**src/pkg/bat_pkg.sv**
```systemverilog
// ============================================================
// Shared constants for back-EMF and calibration timing
package bat_pkg;

  // ==========================================================
  // Clock and time base
  localparam int unsigned CLK_FREQ_HZ = 25_000_000;
  localparam int unsigned US_PER_S = 1_000_000;
  localparam int unsigned MS_PER_S = 1_000;
  localparam int unsigned US_CYCLES = CLK_FREQ_HZ / US_PER_S;
  localparam int unsigned MS_CYCLES = CLK_FREQ_HZ / MS_PER_S;

  // ==========================================================
  // Register map
  localparam logic [7:0] ADDR_BEMF_TIMING = 8'h29;
  localparam logic [7:0] ADDR_CAL_DURATION = 8'h2a;
  localparam logic [7:0] RST_BEMF_TIMING = 8'h0c;
  localparam logic [7:0] RST_CAL_DURATION = 8'h02;
  localparam logic [7:0] RDATA_UNMAPPED = 8'h00;
  localparam int unsigned WIN_LSB = 0;
  localparam int unsigned SAMP_LSB = 2;
  localparam int unsigned CAL_LSB = 0;

  // ==========================================================
  // Field decodes in microseconds / milliseconds
  localparam int unsigned SAMP_US_0 = 150;
  localparam int unsigned SAMP_US_1 = 200;
  localparam int unsigned SAMP_US_2 = 250;
  localparam int unsigned SAMP_US_3 = 300;
  localparam int unsigned WIN_US_0 = 100;
  localparam int unsigned WIN_US_1 = 200;
  localparam int unsigned WIN_US_2 = 300;
  localparam int unsigned WIN_US_3 = 390;
  localparam int unsigned CAL_MS_0 = 250;
  localparam int unsigned CAL_MS_1 = 500;
  localparam int unsigned CAL_MS_2 = 1000;
  localparam logic [1:0] CAL_LEN_TRIG = 2'h3;
  localparam int unsigned US_W = 9;
  localparam int unsigned MS_W = 10;

  typedef enum logic [1:0] {
    BAT_IDLE = 2'b00,
    BAT_RUN = 2'b01,
    BAT_MEAS = 2'b10
  } bat_cal_state_t;

  function automatic logic [US_W-1:0] bat_samp_us(input logic [1:0] code);
    case (code)
      2'h0: bat_samp_us = US_W'(SAMP_US_0);
      2'h1: bat_samp_us = US_W'(SAMP_US_1);
      2'h2: bat_samp_us = US_W'(SAMP_US_2);
      default: bat_samp_us = US_W'(SAMP_US_3);
    endcase
  endfunction : bat_samp_us

  function automatic logic [US_W-1:0] bat_win_us(input logic [1:0] code);
    case (code)
      2'h0: bat_win_us = US_W'(WIN_US_0);
      2'h1: bat_win_us = US_W'(WIN_US_1);
      2'h2: bat_win_us = US_W'(WIN_US_2);
      default: bat_win_us = US_W'(WIN_US_3);
    endcase
  endfunction : bat_win_us

  function automatic logic [MS_W-1:0] bat_cal_ms(input logic [1:0] code);
    case (code)
      2'h0: bat_cal_ms = MS_W'(CAL_MS_0);
      2'h1: bat_cal_ms = MS_W'(CAL_MS_1);
      default: bat_cal_ms = MS_W'(CAL_MS_2);
    endcase
  endfunction : bat_cal_ms

endpackage : bat_pkg

```
**src/bat_tick_div.sv**
```systemverilog
`timescale 1ns/1ps
// ============================================================
// Tick divider: one-cycle enable every DIV cycles, restartable
module bat_tick_div #(
  parameter int unsigned DIV = 25
) (
  // Clock and reset
  input wire logic ref_clk_i,
  input wire logic rst_n_i,
  // Control
  input wire logic clr_i,
  // Enable pulse
  output logic tick_o
);

  localparam int unsigned CW = (DIV > 1) ? $clog2(DIV) : 1;
  localparam logic [CW-1:0] LAST = CW'(DIV - 1);

  logic [CW-1:0] cnt_q;

  always_ff @(posedge ref_clk_i) begin
    if (!rst_n_i || clr_i || tick_o) begin
      cnt_q <= '0;
    end else begin
      cnt_q <= cnt_q + CW'(1);
    end
  end

  assign tick_o = rst_n_i && !clr_i && (cnt_q == LAST);

endmodule : bat_tick_div

```
**src/bat_timing.sv**
```systemverilog
`timescale 1ns/1ps
// Summary of operation
// - The two-bit sample-delay field picks 150, 200, 250 or 300 us before the back-EMF sample and resets to code 3.
// - The two-bit crossing window field in bits 1:0 picks 100, 200, 300 or 390 us and resets to 0.
// - The calibration-length field picks 250, 500 or 1000 ms of run time and resets to code 2.
// - In trigger-controlled mode the run ends on the external trigger, the enable input or the software trigger.
// - After the cancelling trigger the device takes its measurements, which may last several ms.
module bat_timing
  import bat_pkg::*;
#(
  parameter int unsigned MS_DIV = MS_CYCLES
) (
  // Clock and reset
  input wire logic ref_clk_i,
  input wire logic rst_n_i,
  // Register port
  input wire logic [7:0] reg_addr_i,
  input wire logic reg_wr_i,
  input wire logic [7:0] reg_wdata_i,
  output logic [7:0] reg_rdata_o,
  // Back-EMF sensing
  input wire logic zc_event_i,
  output logic zc_window_o,
  output logic sample_strobe_o,
  // Calibration control
  input wire logic cal_start_i,
  input wire logic sw_trig_i,
  input wire logic ext_trig_i,
  input wire logic enable_i,
  input wire logic meas_done_i,
  output logic cal_busy_o,
  output logic cal_measure_o,
  output logic cal_done_o
);

  // ==========================================================
  // Registers
  logic [7:0] bemf_timing_q;
  logic [7:0] calibration_duration_ctrl_q;
  logic [1:0] crossing_window_sel;
  logic [1:0] sample_delay_sel;
  logic [1:0] cal_len_sel;

  always_ff @(posedge ref_clk_i) begin
    if (!rst_n_i) begin
      bemf_timing_q <= RST_BEMF_TIMING;
    end else if (reg_wr_i && reg_addr_i == ADDR_BEMF_TIMING) begin
      bemf_timing_q <= reg_wdata_i;
    end
  end

  always_ff @(posedge ref_clk_i) begin
    if (!rst_n_i) begin
      calibration_duration_ctrl_q <= RST_CAL_DURATION;
    end else if (reg_wr_i && reg_addr_i == ADDR_CAL_DURATION) begin
      calibration_duration_ctrl_q <= reg_wdata_i;
    end
  end

  assign crossing_window_sel = bemf_timing_q[WIN_LSB +: 2];
  assign sample_delay_sel = bemf_timing_q[SAMP_LSB +: 2];
  assign cal_len_sel = calibration_duration_ctrl_q[CAL_LSB +: 2];

  always_ff @(posedge ref_clk_i) begin
    if (!rst_n_i) begin
      reg_rdata_o <= RDATA_UNMAPPED;
    end else begin
      case (reg_addr_i)
        ADDR_BEMF_TIMING: reg_rdata_o <= bemf_timing_q;
        ADDR_CAL_DURATION: reg_rdata_o <= calibration_duration_ctrl_q;
        default: reg_rdata_o <= RDATA_UNMAPPED;
      endcase
    end
  end

  // ==========================================================
  // Zero-crossing window and sample delay
  logic us_tick;
  logic [US_W-1:0] win_cnt_q;
  logic [US_W-1:0] samp_cnt_q;

  bat_tick_div #(.DIV(US_CYCLES)) u_us_div (
    .ref_clk_i(ref_clk_i),
    .rst_n_i(rst_n_i),
    .clr_i(zc_event_i),
    .tick_o(us_tick)
  );

  always_ff @(posedge ref_clk_i) begin
    if (!rst_n_i) begin
      win_cnt_q <= '0;
    end else if (zc_event_i) begin
      win_cnt_q <= bat_win_us(crossing_window_sel);
    end else if (us_tick && win_cnt_q != '0) begin
      win_cnt_q <= win_cnt_q - US_W'(1);
    end
  end

  assign zc_window_o = (win_cnt_q != '0);

  always_ff @(posedge ref_clk_i) begin
    if (!rst_n_i) begin
      samp_cnt_q <= '0;
      sample_strobe_o <= 1'b0;
    end else if (zc_event_i) begin
      samp_cnt_q <= bat_samp_us(sample_delay_sel);
      sample_strobe_o <= 1'b0;
    end else begin
      sample_strobe_o <= us_tick && (samp_cnt_q == US_W'(1));
      if (us_tick && samp_cnt_q != '0) begin
        samp_cnt_q <= samp_cnt_q - US_W'(1);
      end
    end
  end

  // ==========================================================
  // Trigger inputs from pins: two-stage sync then edge detect
  logic [1:0] ext_sync_q;
  logic [1:0] en_sync_q;
  logic ext_prev_q;
  logic en_prev_q;
  logic cancel_trig;

  always_ff @(posedge ref_clk_i) begin
    if (!rst_n_i) begin
      ext_sync_q <= 2'h0;
      en_sync_q <= 2'h0;
      ext_prev_q <= 1'b0;
      en_prev_q <= 1'b0;
    end else begin
      ext_sync_q <= {ext_sync_q[0], ext_trig_i};
      en_sync_q <= {en_sync_q[0], enable_i};
      ext_prev_q <= ext_sync_q[1];
      en_prev_q <= en_sync_q[1];
    end
  end

  assign cancel_trig = sw_trig_i || (ext_sync_q[1] && !ext_prev_q) ||
                       (en_sync_q[1] && !en_prev_q);

  // ==========================================================
  // Calibration sequencer
  bat_cal_state_t state_q;
  logic ms_tick;
  logic trig_mode_q;
  logic [MS_W-1:0] ms_cnt_q;
  logic [1:0] cal_code_q;

  bat_tick_div #(.DIV(MS_DIV)) u_ms_div (
    .ref_clk_i(ref_clk_i),
    .rst_n_i(rst_n_i),
    .clr_i(cal_start_i && state_q == BAT_IDLE),
    .tick_o(ms_tick)
  );

  always_ff @(posedge ref_clk_i) begin
    if (!rst_n_i) begin
      state_q <= BAT_IDLE;
    end else begin
      case (state_q)
        BAT_IDLE: begin
          if (cal_start_i) begin
            state_q <= BAT_RUN;
          end
        end
        BAT_RUN: begin
          if (trig_mode_q ? cancel_trig : (ms_tick && ms_cnt_q == MS_W'(1))) begin
            state_q <= BAT_MEAS;
          end
        end
        BAT_MEAS: begin
          if (meas_done_i) begin
            state_q <= BAT_IDLE;
          end
        end
        default: state_q <= BAT_IDLE;
      endcase
    end
  end

  always_ff @(posedge ref_clk_i) begin
    if (!rst_n_i) begin
      trig_mode_q <= 1'b0;
      cal_code_q <= 2'h0;
      ms_cnt_q <= '0;
    end else if (cal_start_i && state_q == BAT_IDLE) begin
      trig_mode_q <= (cal_len_sel == CAL_LEN_TRIG);
      cal_code_q <= cal_len_sel;
      ms_cnt_q <= bat_cal_ms(cal_len_sel);
    end else if (state_q == BAT_RUN && ms_tick && ms_cnt_q != '0) begin
      ms_cnt_q <= ms_cnt_q - MS_W'(1);
    end
  end

  always_ff @(posedge ref_clk_i) begin
    if (!rst_n_i) begin
      cal_done_o <= 1'b0;
    end else begin
      cal_done_o <= (state_q == BAT_MEAS) && meas_done_i;
    end
  end

  assign cal_busy_o = (state_q != BAT_IDLE);
  assign cal_measure_o = (state_q == BAT_MEAS);

  // ==========================================================
  // Checks
  int unsigned win_len_q;
  int unsigned samp_since_q;
  int unsigned run_len_q;
  int unsigned win_exp_q;
  int unsigned samp_exp_q;

  always_ff @(posedge ref_clk_i) begin
    if (!rst_n_i || zc_event_i) begin
      win_len_q <= 0;
      samp_since_q <= 0;
    end else begin
      win_len_q <= zc_window_o ? win_len_q + 1 : 0;
      samp_since_q <= samp_since_q + 1;
    end
  end

  always_ff @(posedge ref_clk_i) begin
    if (!rst_n_i) begin
      win_exp_q <= 0;
      samp_exp_q <= 0;
    end else if (zc_event_i) begin
      win_exp_q <= int'(bat_win_us(crossing_window_sel)) * US_CYCLES;
      samp_exp_q <= int'(bat_samp_us(sample_delay_sel)) * US_CYCLES;
    end
  end

  always_ff @(posedge ref_clk_i) begin
    if (!rst_n_i || state_q == BAT_IDLE) begin
      run_len_q <= 0;
    end else if (state_q == BAT_RUN) begin
      run_len_q <= run_len_q + 1;
    end
  end

  AST_WIN_LEN: assert property (@(posedge ref_clk_i) disable iff (!rst_n_i)
    $fell(zc_window_o) && !$past(zc_event_i) |-> win_len_q == win_exp_q)
    else $error("crossing window length wrong");

  AST_SAMP_DELAY: assert property (@(posedge ref_clk_i) disable iff (!rst_n_i)
    sample_strobe_o |-> samp_since_q == samp_exp_q)
    else $error("sample delay wrong");

  AST_CAL_TIMED: assert property (@(posedge ref_clk_i) disable iff (!rst_n_i)
    $rose(cal_measure_o) && !trig_mode_q |->
      run_len_q == int'(bat_cal_ms(cal_code_q)) * MS_DIV)
    else $error("timed calibration length wrong");

  AST_TRIG_CANCEL: assert property (@(posedge ref_clk_i) disable iff (!rst_n_i)
    state_q == BAT_RUN && trig_mode_q && sw_trig_i |=> cal_measure_o)
    else $error("software trigger did not end run");

  AST_TRIG_HOLD: assert property (@(posedge ref_clk_i) disable iff (!rst_n_i)
    state_q == BAT_RUN && trig_mode_q && !cancel_trig |=> state_q == BAT_RUN)
    else $error("trigger mode ended without trigger");

  AST_MEAS_WAIT: assert property (@(posedge ref_clk_i) disable iff (!rst_n_i)
    cal_measure_o && !meas_done_i |=> cal_measure_o && !cal_done_o)
    else $error("measurement phase left early");

  AST_RESET_VALS: assert property (@(posedge ref_clk_i)
    rst_n_i && $past(!rst_n_i) && !$past(reg_wr_i) |-> sample_delay_sel == 2'h3 &&
      crossing_window_sel == 2'h0 && cal_len_sel == 2'h2)
    else $error("field reset values wrong");

  COV_TIMED: cover property (@(posedge ref_clk_i) disable iff (!rst_n_i)
    $rose(cal_measure_o) && !trig_mode_q);
  COV_TRIG: cover property (@(posedge ref_clk_i) disable iff (!rst_n_i)
    $rose(cal_measure_o) && trig_mode_q);
  COV_STROBE: cover property (@(posedge ref_clk_i) disable iff (!rst_n_i)
    sample_strobe_o);

endmodule : bat_timing

```
**config.mk**
```make
export PLATFORM = sky130hd
export DESIGN_NAME = bat_timing
export DESIGN_NICKNAME = d
export VERILOG_FILES = /design/src/pkg/bat_pkg.sv /design/src/bat_tick_div.sv /design/src/bat_timing.sv
export SDC_FILE = /design/constraint.sdc
export NUM_CORES = 1
export LEC_CHECK = 0
export ABC_AREA = 1
export ABC_CLOCK_PERIOD_IN_PS = 4200
export BUFFER_PORTS_ARGS = -buffer_cell sky130_fd_sc_hd__buf_4
export CAP_MARGIN = 20
export CORE_ASPECT_RATIO = 0.8
export CORE_MARGIN = 2
export CORE_UTILIZATION = 35
export DETAILED_ROUTE_END_ITERATION = 10
export PLACE_DENSITY_LB_ADDON = 0.25
export SLEW_MARGIN = 10
export SYNTH_ARGS = -nofsm -noshare
export SYNTH_HDL_FRONTEND = slang
export SYNTH_HIERARCHICAL = 1
export SYNTH_SLANG_ARGS = --single-unit
```
**constraint.sdc**
```tcl
create_clock -name ref_clk_i -period 4.2 [get_ports ref_clk_i]
set_clock_uncertainty 0.1 [all_clocks]
set_input_delay 0.84 -clock ref_clk_i [delete_from_list [all_inputs] [get_ports ref_clk_i]]
set_output_delay 0.84 -clock ref_clk_i [all_outputs]
set_load 0.02 [all_outputs]
```
==> metrics.csv <==
stage;metric;value;unit
worst_setup_path;cell type group with the largest total delay on the critical path;simple AND/OR/NAND/NOR gates;
die;die height;105;µm
yosys;average size of a mapped cell;6.58;µm²
sta;setup repair after global routing missed its margin;no;
worst_setup_path;Crit Path Max Fanout;16;
clock_tree;clk_lat worst skew;0.34;ns
drt;number of violations reported at the end of detailed-routing iteration 0;272;
die;effective utilization at floorplan;0.354;
grt;first-pass GRT wire length;17.8;mm
power_and_ir_drop;sw frac;0.282;
yosys;XOR/XNOR share of the synthesized area;0.0175;
layout;fill cell total of the finished layout;1352;
yosys;Simple-Gate Fraction of Synth Area;0.383;
layout;Antenna Cells;0;
worst_setup_path;dominant cell type by count on the critical path;sky130_fd_sc_hd__nor2_1;
power_and_ir_drop;Max VDD drop;204;µV
yosys;largest area contributor in the netlist;sky130_fd_sc_hd__dfxtp_1;
sta;achievable clock frequency;0.364;GHz
clock_tree;number of gates resized after cts;0;
sta;final critical delay including setup and external delays;2.75;ns
yosys;distinct cell type count after synthesis;38;
yosys;Post-Synthesis Cells;684;
sta;post-route clock period utilization;0.654;
layout;area growth from synthesis to layout;15.6;%
worst_hold_path;Hold WC Path Type;reg2reg;
run_status;run status;completed;
job;count of maximum capacitance violations;0;
die;number of rows in the core area;37;
placement;Cell Area, Placed;4900;µm²
layout;fin nets;757;
layout;Util after Layout;0.409;
yosys;Compound-Gate Fraction of Synth Area;0.0784;
grt;Global Route Usage Sum;0.157;
yosys;total of flip-flops plus latches after synthesis;83;
grt;via count of the first global-routing pass;4045;
layout;post-route cell area;5200;µm²
drt;total number of vias;4170;
worst_setup_path;Worst EP arrival;2.88;ns
power_and_ir_drop;total leakage power;2.37;nW
drt;DR vias/cell;4.65;
sta;headroom to the max-slew limit;0.391;
power_and_ir_drop;total power;1.92;mW
yosys;multiplexer share of the synthesized area;0;
clock_tree;CTS tree;built;
drt;post-detailed-route DRC marker count;0;
clock_tree;post-cts hold buffer count;0;
yosys;Net Count, Synth;725;
clock_tree;Root Buffer Master;sky130_fd_sc_hd__clkbuf_16;
clock_tree;clock-pin transition on the worst setup and hold timing paths;0.07;ns
yosys;Yosys warnings;6;
power_and_ir_drop;Pwr Density;370;nW/µm²
die;area of the die;13800;µm²
worst_setup_path;slowest stage cell on the critical path;sky130_fd_sc_hd__nand2_1;
drt;Antenna Nets Post-Route;0;
clock_tree;CTS HTree Levels;3;
yosys;fraction of post-synthesis cell area in the top cell type by area;0.369;
yosys;netlist area before placement;4500;µm²
worst_setup_path;worst flop-to-flop path startpoint;state_q[0];
clock_tree;Setup Fix Bufs, Post-CTS;0;
worst_setup_path;cell breakdown of the critical path;buf_4 > nand2_1 > inv_2 > nor2_1 > inv_1 > nor2_1 > inv_1 > nor2_1 > nand2_2 > nand2_1 > clkinv_1 > a21oi_1 > nor2_1;
worst_setup_path;WP buf/inv;5;
clock_tree;Max Buffers Root-to-Sink;2;
sta;final-layout setup total negative slack;0;ns
worst_setup_path;required time of the critical path;4.33;ns
worst_setup_path;Critical Path Start;cal_start_i;
die;area of the core;12700;µm²
yosys;cells taking the most area after synthesis;sky130_fd_sc_hd__dfxtp_1 37%, sky130_fd_sc_hd__nand2_1 14%, sky130_fd_sc_hd__nor2_1 9.6%;
yosys;fraction of the yosys area taken by sequential cells;0.369;
worst_hold_path;launch instance of the worst min-delay path;ext_sync_q[0];
clock_tree;clock buffers created by TritonCTS;9;
power_and_ir_drop;combinational fraction of design power;0.132;
placement;routability cong.;0.902;
yosys;post-synthesis share of cell area spent on full adders, half adders and majority gates;0.0445;
grt;overall overflow remaining after global route;0;
layout;fraction of final layout cells with drive strength greater than 1;0.139;
sta;number of endpoints with negative hold slack in the final report;0;
sta;slew at the pin closest to its max-slew limit;0.912;ns
worst_setup_path;element type at the critical path end;flop;
yosys;dominant combinational cell family by area after synthesis;simple AND/OR/NAND/NOR gates;
power_and_ir_drop;sequential group share of total power;0.437;
grt;antenna violations before repair;0;
placement;worst setup slack before clock tree synthesis;1.13;ns
worst_setup_path;startpoint type of the worst setup path;input port;
sta;total setup violations reported at the end of the flow;0;
die;number of I/O pins;38;
worst_setup_path;delay contributed by the slowest stage of the critical path;0.39;ns
sta;least setup slack across all paths after layout;1.45;ns
power_and_ir_drop;Net Switching;0.543;mW
grt;maximum number of pins on one net before global-route repair;42;
clock_tree;number of sinks handled by clock tree synthesis;83;
power_and_ir_drop;cell-internal power;1.38;mW
drt;wire per inst;11.2;µm
drt;wirelength, routed;10.1;mm
drt;router iterations before antenna repair;5;
sta;final number of max-transition violations;0;
die;Horiz. Die Dim;131;µm
worst_setup_path;kind of critical path;in2reg;
placement;Detailed Place HPWL;7.11;mm
power_and_ir_drop;fraction of power consumed by the clock network;0.430;
placement;Port Buffer Count;37;
cell usage after synthesis (all sizes together):
master and n:
dfxtp 83, clkinv 2, nor2 122, nand4 12, nand3 59, clkbuf 8
and2 1, a21oi 33, xnor2 3, o31ai 1, nor4 3, o211ai 1
a32o 1, xor2 6, nand3b 3, or2 4, a41oi 1, o21bai 1
inv 98, buf 9, nand2 184, ha 16, o21ai 27, nor3 6
final timing paths:
check	slack (ns)	cells past startpoint	endpoint
max	1.45	13	ms_cnt_q[1]
min	0.32	2	ext_sync_q[1]
max reg2reg	1.60	13	ms_cnt_q[1]
min reg2reg	0.32	2	ext_sync_q[1]
metrics by stage:
step           hold WS, ns  instances
6_report             0.323        896
5_1_grt              0.342        896
4_1_cts              0.327        896
3_5_place_dp         0.303        880
3_3_place_gp         0.296        880
2_1_floorplan        0.290        684
layer usage:
metal / wire [µm] / vias up / track usage
li1: - / 2204 / -
met1: 5010 / 1851 / 0.217
met2: 4400 / 97 / 0.240
met3: 519 / 18 / 0.0406
met4: 153 / 0 / 0.0509
met5: 0 / - / 0
logic make-up (layout without fill, tap and decap cells):
family          count (synthesis)  count (layout)
compound gates                 65              65
xor+xnor                        9               9
fa+ha+maj                      16              16
buf+inv                       117             154
flops                          83              83
simple gates                  394             394
power groups by stage:
stage | combinational (mW) | sequential [mW] | clock (mW)
detailed placement | 0.252 | 0.859 | 0
global placement | 0.250 | 0.858 | 0
CTS | 0.254 | 0.841 | 0.851
global route | 0.293 | 0.846 | 0.882
finish | 0.255 | 0.841 | 0.828
floorplan | 0.193 | 0.852 | 0
state kept, by name (all words and copies together) (netlist names):
name and cells:
ext_sync_q 2, state_q 2, samp_cnt_q 9, u_ms_div/cnt_q 15, calibration_duration_ctrl_q 8, en_prev_q 1
bemf_timing_q 8, ext_prev_q 1, sample_strobe_o 1, cal_done_o 1, win_cnt_q 9, trig_mode_q 1
reg_rdata_o 8, u_us_div/cnt_q 5, en_sync_q 2, ms_cnt_q 10
worst register-to-register path: cells and delay by family, from the launching register on:
kind,cells,cell delay [ns]
flops,1,0.37
simple gates,8,1.46
buf+inv,4,0.42
compound gates,1,0.14
cell usage in the layout, fill, tap and decap left out, types with 2 or more instances in the layout:
| master | synthesis | layout |
|---|---|---|
| sky130_fd_sc_hd__nand3b_1 | 3 | 3 |
| sky130_fd_sc_hd__a21oi_2 | 2 | 2 |
| sky130_fd_sc_hd__nand3_1 | 58 | 58 |
| sky130_fd_sc_hd__nand2_1 | 170 | 170 |
| sky130_fd_sc_hd__xor2_1 | 6 | 6 |
| sky130_fd_sc_hd__clkinv_1 | 2 | 2 |
| sky130_fd_sc_hd__dfxtp_1 | 83 | 83 |
| sky130_fd_sc_hd__or2_2 | 3 | 3 |
| sky130_fd_sc_hd__nand4_1 | 12 | 12 |
| sky130_fd_sc_hd__o21ai_1 | 13 | 13 |
| sky130_fd_sc_hd__o21ai_0 | 14 | 14 |
| sky130_fd_sc_hd__a21oi_1 | 31 | 31 |
| sky130_fd_sc_hd__nor3_1 | 6 | 6 |
| sky130_fd_sc_hd__nor2_4 | 2 | 2 |
| sky130_fd_sc_hd__nor2_2 | 5 | 5 |
| sky130_fd_sc_hd__inv_1 | 82 | 82 |
| sky130_fd_sc_hd__inv_8 | 0 | 2 |
| sky130_fd_sc_hd__xnor2_1 | 3 | 3 |
| sky130_fd_sc_hd__inv_6 | 0 | 2 |
| sky130_fd_sc_hd__clkbuf_16 | 0 | 9 |
| sky130_fd_sc_hd__inv_2 | 16 | 16 |
| sky130_fd_sc_hd__buf_4 | 3 | 38 |
| sky130_fd_sc_hd__nor2_1 | 115 | 115 |
| sky130_fd_sc_hd__nand2_2 | 13 | 13 |
| sky130_fd_sc_hd__ha_1 | 16 | 16 |
layout make-up:
class                           instances  area [µm²]  share of cell area
Multi-Input combinational cell        484        2350               0.453
Timing Repair Buffer                   38         285              0.0548
Clock buffer                            9         225              0.0433
Sequential cell                        83        1660               0.319
Clock inverter                          7        82.6              0.0159
Tap cell                              175         219              0.0421
Inverter                              100         375              0.0721
No activity file was read; power rests on OpenSTA's default activity.
